## src/core/pump_cal_pkg.sv

```systemverilog
package pump_cal_pkg;

  // ----------------------------------------------------------------
  // Serial frame layout
  // ----------------------------------------------------------------
  localparam int          ADDR_W       = 6;
  localparam int          DATA_W       = 24;
  localparam int          HEAD_BITS    = 1 + ADDR_W;
  localparam int          FRAME_BITS   = HEAD_BITS + DATA_W;
  localparam logic [4:0]  HEAD_COUNT   = 5'h07;
  localparam logic [4:0]  FRAME_COUNT  = 5'h1F;

  // ----------------------------------------------------------------
  // Register map
  // ----------------------------------------------------------------
  localparam logic [ADDR_W-1:0] BAND_ADDR = 6'h05;
  localparam logic [ADDR_W-1:0] PUMP_ADDR = 6'h09;
  localparam logic [ADDR_W-1:0] CAL_ADDR  = 6'h0A;
  localparam logic [DATA_W-1:0] PUMP_RESET = 24'h403264;
  localparam logic [DATA_W-1:0] CAL_RESET  = 24'h002205;

  // ----------------------------------------------------------------
  // Pump register fields
  // ----------------------------------------------------------------
  localparam int GAIN_W        = 7;
  localparam int SINK_LSB      = 0;
  localparam int SOURCE_LSB    = 7;
  localparam int OFFSET_LSB    = 14;
  localparam int OFFSET_UP_BIT = 21;
  localparam int OFFSET_DN_BIT = 22;
  localparam logic [11:0] GAIN_STEP_UA   = 12'h014;
  localparam logic [9:0]  OFFSET_STEP_UA = 10'h005;

  // ----------------------------------------------------------------
  // Calibration register fields
  // ----------------------------------------------------------------
  localparam int SPAN_LSB     = 0;
  localparam int SPAN_W       = 3;
  localparam int FORCE_BIT    = 10;
  localparam int SKIP_BIT     = 11;
  localparam int SUPPRESS_BIT = 12;
  localparam int DIVSEL_LSB   = 13;
  localparam int DIVSEL_W     = 2;

  // Span in reference-divider cycles, indexed by code
  localparam logic [7:0][8:0] SPAN_TABLE = {9'h100, 9'h080, 9'h040, 9'h020,
                                            9'h008, 9'h004, 9'h002, 9'h001};
  // Reference divide ratio, indexed by selector code
  localparam logic [3:0][5:0] DIV_TABLE  = {6'h20, 6'h10, 6'h04, 6'h01};

endpackage

```

## src/core/pump_and_tuning_config_regs.sv

```systemverilog
// Behaviour
// Sink gain code bits 6..0 sets sink current, 20 uA per step, reset 100.
// Source gain code bits 13..7 sets source current, 20 uA per step, reset 100.
// Offset magnitude bits 20..14 sets offset current, 5 uA per step, reset zero.
// Software keeps upward offset enable bit 21 at 0; resets to 0.
// Software sets downward offset bit 22 only in fractional mode; resets to 1.
// Span code bits 2..0 selects 1,2,4,8,32,64,128,256 reference cycles; reset 5.
// Bit 10 forces band curve from 05h; bit 11 bypasses automatic tuning.
// Bit 12 set stops writes to 05h from starting an oscillator-side transfer.
// Bits 14..13 divide reference by 1,4,16,32 for calibration clock; reset 1.
// All fields, reserved included, hold the last written value and read back.
`timescale 1ns/1ps
module pump_and_tuning_config_regs (
  // ----------------------------------------------------------------
  // Clock and control
  // ----------------------------------------------------------------
  input  wire logic                       clock,
  input  wire logic                       reset,
  input  wire logic                       enable,

  // ----------------------------------------------------------------
  // Serial programming port
  // ----------------------------------------------------------------
  input  wire logic                       select_n,
  input  wire logic                       serial_clock,
  input  wire logic                       serial_in,
  output logic                            serial_out,
  output logic                            serial_out_oe,

  // ----------------------------------------------------------------
  // Pump settings
  // ----------------------------------------------------------------
  output logic [pump_cal_pkg::GAIN_W-1:0] pump_sink_gain,
  output logic [pump_cal_pkg::GAIN_W-1:0] pump_source_gain,
  output logic [pump_cal_pkg::GAIN_W-1:0] offset_magnitude,
  output logic                            offset_source_enable,
  output logic                            offset_sink_enable,
  output logic [11:0]                     sink_current_ua,
  output logic [11:0]                     source_current_ua,
  output logic [9:0]                      offset_current_ua,

  // ----------------------------------------------------------------
  // Calibration settings
  // ----------------------------------------------------------------
  output logic [8:0]                      measurement_span,
  output logic                            force_band_curve,
  output logic                            skip_oscillator_tuning,
  output logic                            write_transfer_start,
  output logic                            calibration_tick
);

  import pump_cal_pkg::*;

  // ----------------------------------------------------------------
  // State
  // ----------------------------------------------------------------
  typedef struct packed {
    // Synchronisers, oldest stage highest
    logic [2:0]            sel_sync;
    logic [2:0]            sck_sync;
    logic [1:0]            sdi_sync;
    // Frame assembly
    logic [4:0]            bit_count;
    logic                  overrun;
    logic [FRAME_BITS-1:0] shift;
    logic [DATA_W-1:0]     out_shift;
    logic                  sdo;
    logic                  sdo_oe;
    // Stored registers
    logic [DATA_W-1:0]     pump;
    logic [DATA_W-1:0]     cal;
    logic                  start;
    // Decoded copies
    logic [11:0]           sink_ua;
    logic [11:0]           source_ua;
    logic [9:0]            offset_ua;
    logic [8:0]            span;
  } regs_t;

  regs_t                 st_reg;
  regs_t                 st_next;
  logic                  sck_rise;
  logic                  sel_rise;
  logic                  selected;
  logic [FRAME_BITS-1:0] shifted;
  logic [DATA_W-1:0]     read_word;
  logic                  head_done;
  logic                  write_ok;

  // ----------------------------------------------------------------
  // Synchronisers and frame status
  // ----------------------------------------------------------------
  // Only stage 1 and the delayed copy feed edge detection
  assign sck_rise = st_reg.sck_sync[1] & ~st_reg.sck_sync[2];
  assign sel_rise = st_reg.sel_sync[1] & ~st_reg.sel_sync[2];
  assign selected = ~st_reg.sel_sync[1];
  assign shifted  = {st_reg.shift[FRAME_BITS-2:0], st_reg.sdi_sync[1]};
  assign head_done = (st_reg.bit_count == HEAD_COUNT - 5'h01);
  // Exact length, no overrun, write direction
  assign write_ok  = (st_reg.bit_count == FRAME_COUNT) & ~st_reg.overrun
                   & ~st_reg.shift[FRAME_BITS-1];

  // ----------------------------------------------------------------
  // Readback select
  // ----------------------------------------------------------------
  // Unmapped addresses read as zero
  always_comb begin
    case (shifted[ADDR_W-1:0])
      PUMP_ADDR: read_word = st_reg.pump;
      CAL_ADDR:  read_word = st_reg.cal;
      default:   read_word = '0;
    endcase
  end

  // ----------------------------------------------------------------
  // Next state
  // ----------------------------------------------------------------
  always_comb begin
    st_next          = st_reg;
    st_next.sel_sync = {st_reg.sel_sync[1:0], select_n};
    st_next.sck_sync = {st_reg.sck_sync[1:0], serial_clock};
    st_next.sdi_sync = {st_reg.sdi_sync[0], serial_in};
    st_next.start    = 1'b0;

    // ----------------------------------------------------------------
    // Serial shift: rw bit, address, then data, MSB first
    // ----------------------------------------------------------------
    if (selected && sck_rise) begin
      st_next.shift = shifted;
      if (st_reg.bit_count != FRAME_COUNT) begin
        st_next.bit_count = st_reg.bit_count + 5'h01;
      end else begin
        // Count saturates, so an extra bit is remembered here
        st_next.overrun = 1'b1;
      end
      // First data bit goes out as soon as the header is in
      if (head_done && shifted[ADDR_W]) begin
        st_next.out_shift = {read_word[DATA_W-2:0], 1'b0};
        st_next.sdo       = read_word[DATA_W-1];
        st_next.sdo_oe    = 1'b1;
      end else if (st_reg.sdo_oe) begin
        st_next.out_shift = {st_reg.out_shift[DATA_W-2:0], 1'b0};
        st_next.sdo       = st_reg.out_shift[DATA_W-1];
      end
    end

    // ----------------------------------------------------------------
    // Commit on deselect; partial or overlong frames are dropped
    // ----------------------------------------------------------------
    if (sel_rise) begin
      // Driver drops before the next frame can begin
      st_next.bit_count = '0;
      st_next.overrun   = 1'b0;
      st_next.sdo_oe    = 1'b0;
      st_next.sdo       = 1'b0;
      if (write_ok) begin
        // Band word is not stored here, only its trigger
        case (st_reg.shift[FRAME_BITS-2 -: ADDR_W])
          PUMP_ADDR: st_next.pump = st_reg.shift[DATA_W-1:0];
          CAL_ADDR:  st_next.cal  = st_reg.shift[DATA_W-1:0];
          BAND_ADDR: st_next.start = ~st_reg.cal[SUPPRESS_BIT];
          default:   st_next.start = 1'b0;
        endcase
      end
    end

    // ----------------------------------------------------------------
    // Decoded settings, registered so outputs come from flops
    // ----------------------------------------------------------------
    st_next.sink_ua   = 12'(st_reg.pump[SINK_LSB +: GAIN_W]) * GAIN_STEP_UA;
    st_next.source_ua = 12'(st_reg.pump[SOURCE_LSB +: GAIN_W]) * GAIN_STEP_UA;
    st_next.offset_ua = 10'(st_reg.pump[OFFSET_LSB +: GAIN_W]) * OFFSET_STEP_UA;
    st_next.span      = SPAN_TABLE[st_reg.cal[SPAN_LSB +: SPAN_W]];
  end

  always_ff @(posedge clock or posedge reset) begin
    if (reset) begin
      st_reg           <= '0;
      st_reg.sel_sync  <= '1;
      st_reg.pump      <= PUMP_RESET;
      st_reg.cal       <= CAL_RESET;
      // Decoded copies read zero until the first enabled edge
      st_reg.sink_ua   <= '0;
      st_reg.source_ua <= '0;
      st_reg.span      <= '0;
    end else if (enable) begin
      st_reg <= st_next;
    end
  end

  // ----------------------------------------------------------------
  // Calibration clock divider
  // ----------------------------------------------------------------
  // A low enable also freezes a tick that stands high
  calib_clock_divider divider (
    .clock       (clock),
    .reset       (reset),
    .enable      (enable),
    .divider_sel (st_reg.cal[DIVSEL_LSB +: DIVSEL_W]),
    .tick        (calibration_tick)
  );

  // ----------------------------------------------------------------
  // Setting outputs
  // ----------------------------------------------------------------
  // Slices of the register flops, no logic between
  assign pump_sink_gain         = st_reg.pump[SINK_LSB +: GAIN_W];
  assign pump_source_gain       = st_reg.pump[SOURCE_LSB +: GAIN_W];
  assign offset_magnitude       = st_reg.pump[OFFSET_LSB +: GAIN_W];
  assign offset_source_enable   = st_reg.pump[OFFSET_UP_BIT];
  assign offset_sink_enable     = st_reg.pump[OFFSET_DN_BIT];
  assign force_band_curve       = st_reg.cal[FORCE_BIT];
  assign skip_oscillator_tuning = st_reg.cal[SKIP_BIT];
  assign sink_current_ua        = st_reg.sink_ua;
  assign source_current_ua      = st_reg.source_ua;
  assign offset_current_ua      = st_reg.offset_ua;
  assign measurement_span       = st_reg.span;
  assign write_transfer_start   = st_reg.start;

  // ----------------------------------------------------------------
  // Serial port outputs
  // ----------------------------------------------------------------
  assign serial_out             = st_reg.sdo;
  assign serial_out_oe          = st_reg.sdo_oe;

endmodule // pump_and_tuning_config_regs

```

## src/core/calib_clock_divider.sv

```systemverilog
`timescale 1ns/1ps
module calib_clock_divider (
  input  wire logic                              clock,
  input  wire logic                              reset,
  input  wire logic                              enable,
  input  wire logic [pump_cal_pkg::DIVSEL_W-1:0] divider_sel,
  output logic                                   tick
);

  import pump_cal_pkg::*;

  typedef struct packed {
    logic [5:0] count;
    logic       tick;
  } div_state_t;

  div_state_t st_reg;
  div_state_t st_next;
  logic [5:0] terminal;

  assign terminal = DIV_TABLE[divider_sel] - 6'h01;
  assign tick     = st_reg.tick;

  always_comb begin
    st_next = st_reg;
    // Selector change mid-count just lands on the new terminal or wraps
    if (st_reg.count >= terminal) begin
      st_next.count = '0;
      st_next.tick  = 1'b1;
    end else begin
      st_next.count = st_reg.count + 6'h01;
      st_next.tick  = 1'b0;
    end
  end

  always_ff @(posedge clock or posedge reset) begin
    if (reset) begin
      st_reg <= '0;
    end else if (enable) begin
      st_reg <= st_next;
    end
  end

endmodule // calib_clock_divider

```

## config.mk

```make
export PLATFORM = sky130hd
export DESIGN_NAME = pump_and_tuning_config_regs
export DESIGN_NICKNAME = d
export VERILOG_FILES = /design/src/core/pump_cal_pkg.sv /design/src/core/pump_and_tuning_config_regs.sv /design/src/core/calib_clock_divider.sv
export SDC_FILE = /design/constraint.sdc
export NUM_CORES = 1
export LEC_CHECK = 0
export ABC_AREA = 1
export BUFFER_PORTS_ARGS = -buffer_cell sky130_fd_sc_hd__buf_2
export CAP_MARGIN = 20
export CORE_MARGIN = 4
export CORE_UTILIZATION = 35
export CTS_CLUSTER_SIZE = 20
export DETAILED_ROUTE_END_ITERATION = 12
export PLACE_DENSITY = 0.56
export SETUP_SLACK_MARGIN = 0.15
export SYNTH_ARGS = -nofsm -noshare
export SYNTH_HDL_FRONTEND = slang
export SYNTH_SLANG_ARGS = --single-unit
```

## constraint.sdc

```tcl
create_clock -name clock -period 6.65 [get_ports clock]
set_input_delay 0.665 -clock clock [delete_from_list [all_inputs] [get_ports clock]]
set_output_delay 0.665 -clock clock [all_outputs]
set_load 0.03 [all_outputs]
```

==> results of run 1 <==
kinds of logic after synthesis:
| family | after synthesis | share of synthesized area |
|---|---|---|
| buffers and inverters | 200 | 0.128 |
| adders and majority gates | 43 | 0.0663 |
| xor gates and xnor gates | 7 | 0.00725 |
| DFF | 164 | 0.487 |
| and+or+nand+nor | 419 | 0.210 |
| AOI/OAI and AO/OA | 161 | 0.100 |
| other | 2 | 0.000888 |
per-stage QoR:
step	cells	power [mW]	hold WS (ns)	cell area [um^2]	util
global route	1324	2.76	0.435	9280	0.393
global placement	1286	1.56	0.449	8530	0.361
finish	1324	2.62	0.395	9280	0.393
floorplan	1000	1.47	0.442	8470	-
detailed placement	1287	1.57	0.453	8550	0.362
CTS	1319	2.62	0.421	9170	0.388
routing by layer:
layer  vias to the layer above  part of all wire  routed length, um  GRT usage
li1                       3142                 -                  -          -
met1                      2946              0.48               8850      0.196
met2                        88              0.47               8730      0.238
met3                        13             0.034                618     0.0270
met4                         0             0.012                217     0.0431
met5                         -                 0                  0          0
layout by cell type, fill, tap and decap left out, types with 6 or more instances in the layout:
cell type  count
o21ai_0       94
clkbuf_16     17
ha_1          40
a21oi_1       16
inv_1         86
o21ai_2        8
conb_1         6
nor3_1         6
o21ai_1       38
dfrtp_1      150
buf_2         72
dfstp_2       14
nor2_1        12
nand3_1       81
nand2_1      296
nand4_1        9
worst paths after layout:
check | startpoint | end | slack [ns] | depth (start not counted)
worst max-delay path | enable | st_reg[114] | 3.78 | 10
max in group asynchronous | reset | shifted[19] | 4.95 | 4
worst min register to register | st_next[161] | st_next[161] | 0.46 | 2
worst min-delay path | reset | sink_current_ua[2] | 0.39 | 2
worst max register to register | st_reg[151] | st_reg[60] | 4.30 | 10
min in group clock | select_n | st_next[161] | 0.44 | 3
worst max-delay path, cell delays in order:
cell	delay, ns
buf_2	0.08
buf_4	0.41
inv_4	0.35
nor2_4	0.17
buf_4	0.49
nand2_2	0.41
nand2_2	0.21
inv_2	0.18
nand2_1	0.12
nand2_1	0.05
final cells by class:
class | instances | area (um^2)
repair buffers | 81 | 512
well taps | 319 | 399
multi-input cells | 636 | 3270
flip-flops and latches | 164 | 4120
clock buffers | 23 | 498
clock inverters | 9 | 125
inverters | 92 | 353
fillers | 2406 | 14300
where the power goes:
part | internal, mW | switching, mW | total (mW)
combinational | 0.111 | 0.283 | 0.394
sequential | 1.11 | 0.0782 | 1.19
clock | 0.639 | 0.396 | 1.04
total | 1.86 | 0.758 | 2.62
==> run metrics, run 1 <==
Die ar. between 20000 and 30000 um^2; Final WS setup roughly 3.8 ns; CP arrival 3.18 ns; chip height 163 um; WS Path Type input port to flop; Worst EP required around 7.0 ns; RSZ-0062 raised after global routing false; Total Routed Length roughly 18000 um; Fin. Hold Viols 0; Tcrit/Tclk final 0.432; Routed wire per std cell about 14 um; total gr overflow 0; syn avg cell area 8.49 um^2; post-CTS setup buffer count 0; Hold/Removal Path Class input port to async pin; Max Cap Viol 0; register bit total from synthesis 164; Clk Latency, worst-skew pair around 0.42 ns; Clk pin slew, worst setup/hold paths 0.06 ns; Leak 4.59 nW; f_max 348 MHz; DPL Wire Length 12100 um; sequential element share of the synthesized area 0.487; Cell Area, Synth 8460 um^2; # DRC 0; Slew HR 0.487; width of the die 163 um; Clock Skew 0.00605 ns; nets 1041; leading cell type by number of instances after synthesis nand2_1; Core Box Area ~24000 um^2; clock buffer depth 2; Syn Inst Count 996; hold buffers post-CTS 0; H-tree depth 4; largest net degree at the start of global routing 85; maximum vdd ir drop 137 uV; cell taking the most area after synthesis dfrtp_1; num rows 56; P per Cell Area 282 nW/um^2; endpoints failing setup 0; first-pass GRT wire length 31300 um; main flop type after synthesis dfrtp_1; Ant. Diodes 0; CTS Sinks 164; gr usage total 0.145; outcome complete, no violations; PortBufs 72; CTS tree built; vias in the first global route 6041; PostCTS Resize Cnt 0; post-route setup TNS 0 ns; number of CTS-inserted buffers 17; worst-margin pin slew 0.769 ns; crit path launch type input port; Async SR Flop Fraction 1.00; antenna violations before repair 0; area share of the largest cell type after synthesis 0.444; Initial Utilization 0.358; area grow syn2layout 9.73%; max reg flops 55; Via Count 6189; CP max FO 65; Tmin final 2.87 ns; Synth top cells by count nand2_1, dfrtp_1, o21ai_0; CTS root buffer clkbuf_16; number of synthesized flops with an enable pin 0; number of vias per cell 4.67; post-route ant nets 0; initial drt markers 412; max-slew violation count 0; Ys Warns 0; ratio of cells with drive above 1 in the final layout 0.154; Area contributors post-synth dfrtp_1, nand2_1, ha_1; First-pass DRT Iterations 5; RePlAce Congestion 0.747; Worst setup EP type flop; pre-CTS setup slack 3.29 ns; io pins a little under 80; Yosys cell types 33
(Power assumes the default switching activity.)
==> run 2: changes to the inputs <==
PLACE_DENSITY = 0.58   (was 0.56)
clock period = 2.3 ns   (was 6.65 ns; I/O delays follow)
==> run 2 against run 1 <==
  * The flow now finishes with violations (hold timing)
  * Global-route usage is 0.44 points higher
  * Worst setup slack worse by 3.5 ns
  * Sequential power grew to 2.9 times the previous value
  * Clock power grew to 2.8 times the previous value
  * Register-to-register slack worse by 4.0 ns
==> run metrics, run 2 (synthesized netlist as in run 1, its figures left out) <==
outcome complete, but fails checks; failing checks hold timing; number of CTS-inserted buffers 17 (unchanged); CP max FO 5 (-92%); vias in the first global route 6146 (+1.7%); RSZ-0062 raised after global routing false; clock buffer depth 2 (unchanged); PortBufs 72 (unchanged); RePlAce Congestion 0.776 (+3.8%); width of the die 163 um (unchanged); Worst setup EP type flop; Worst EP required 2.60 ns (-4.36 ns); Total Routed Length 18600 um (+0.80%); maximum vdd ir drop 632 uV (+360%); Final WS setup 0.275 ns (-3.50 ns); Core Box Area 23600 um^2 (unchanged); CTS Sinks 164 (unchanged); commonest cells after routing, fill and taps aside nand2_1, dfrtp_1, o21ai_0, inv_1, nand3_1; Fin. Hold Viols 20 (+20); First-pass DRT Iterations 5 (unchanged); Worst Setup SP offset_magnitude[1]; DPL Wire Length 12300 um (+1.7%); Clk pin slew, worst setup/hold paths 0.07 ns (about the same); num rows 56 (unchanged); initial drt markers 420 (+1.9%); max-slew violation count 0 (unchanged); ratio of cells with drive above 1 in the final layout 0.157 (+0.00304); WS Path Type flop to flop; gr usage total 0.150 (+0.00443); # DRC 0 (unchanged); io pins 78 (unchanged); max reg flops 55 (unchanged); Clk Latency, worst-skew pair 0.43 ns (about the same); f_max ~500 MHz; Initial Utilization 0.358 (unchanged); Total Power 7.50 mW (+190%); Clock Skew 0.0112 ns (+0.00519 ns); largest net degree at the start of global routing 110 (+29%); met1 Usage GRT 0.209 (+0.0126); CTS root buffer clkbuf_16; endpoints failing setup 0 (unchanged); pre-CTS setup slack 0.284 ns (-3.01 ns); antenna violations before repair 0 (unchanged); Max Cap Viol 0 (unchanged); post-route ant nets 0 (unchanged); nets 1047 (+0.58%); CTS tree built; crit path launch type flop; Slew HR 0.521 (+0.0335); Hold/Removal Path Class input port to async pin; GR peak layer met2; most common cell after layout, fill and taps aside nand2_1; Routed wire per std cell 14.0 um (+0.34%); RR Startpoint offset_magnitude[1]; met3 usage 0.0260 (-0.00101); Ant. Diodes 0 (unchanged); post-route setup TNS 0 ns (unchanged); area grow syn2layout 9.51%; GR Layer Usage met2 0.236 (-0.00189); Filler cells 2402 (-0.17%); Via Count 6222 (+0.53%); H-tree depth 4 (unchanged); Die ar. 26700 um^2 (unchanged); Tmin final a little over 2 ns; number of vias per cell 4.68 (about the same); first-pass GRT wire length 31900 um (+1.8%); CP arrival 2.33 ns (-0.85 ns); Worst Hold Slack -0.0562 ns (-0.451 ns); P per Cell Area 809 nW/um^2 (+190%); Leak 4.57 nW (-0.30%); Tcrit/Tclk final 0.880; chip height 163 um (unchanged); worst-margin pin slew 0.719 ns (-0.0502 ns); total gr overflow 0 (unchanged)
## run 2: cell count changes in the layout (fill, tap and decap cells not counted), moves of 2 or more
cell           previous run  this run
buf_16                    3         0
buf_4                     3        10
clkbuf_8                  5         1
dlygate4sd3_1             0         2
clkinvlp_4                2         4
buf_12                    1         3
clkinv_4                  0         3
## run 2: where the power goes
| group | internal [mW] | switching, mW | leakage, nW |
|---|---|---|---|
| sequential | 3.21 | 0.229 | 2.19 |
| clock | 1.73 | 1.20 | 0.289 |
| combinational | 0.305 | 0.820 | 2.10 |
## run 2: final cells by class
cell class / count / area, um^2 / share of cell area
inverter: 92 / 352 / 0.0380
clock inverter: 13 / 159 / 0.0172
sequential: 164 / 4120 / 0.445
clock buffer: 19 / 443 / 0.0478
tap: 319 / 399 / 0.0431
timing repair buffer: 87 / 515 / 0.0556
multi-input combinational: 636 / 3270 / 0.353
## run 2: final timing paths
kind	end	slack, ns	cells past startpoint
worst min register to register	sink_current_ua[6]	0.47	2
worst min-delay path	shifted[5]	-0.06	3
min in group clock	st_next[161]	0.02	3
max in group asynchronous	offset_current_ua[9]	1.75	3
worst max register to register	offset_current_ua[7]	0.27	7
worst max-delay path	offset_current_ua[7]	0.27	7
## run 2: stage by stage
stage | cell area, um^2 | util | instances
after floorplan | 8480 | - | 1000
after global placement | 8640 | 0.366 | 1296
after detailed placement | 8640 | 0.366 | 1296
after CTS | 9260 | 0.392 | 1330
after global routing | 9260 | 0.392 | 1330
final | 9260 | 0.392 | 1330
## run 2: layer usage
| metal | vias up | routed length, um |
|---|---|---|
| li1 | 3150 | - |
| met1 | 2952 | 9060 |
| met2 | 105 | 8670 |
| met3 | 15 | 588 |
| met4 | 0 | 245 |
| met5 | - | 0 |
## run 2: repair_timing
item                                    CTS  global route
endpoints found under the setup margin    0             1
hold endpoints to repair                  2             0
hold buffers                              2             0
setup buffers                             0             0
gates resized for setup                   0             1
## run 2: critical path, stage by stage, from the launching register on
cell     delay [ns]
dfrtp_1        0.44
ha_1           0.31
ha_1           0.16
inv_1          0.05
fa_1           0.40
o21ai_0        0.31
xnor2_1        0.15
o21ai_0        0.08
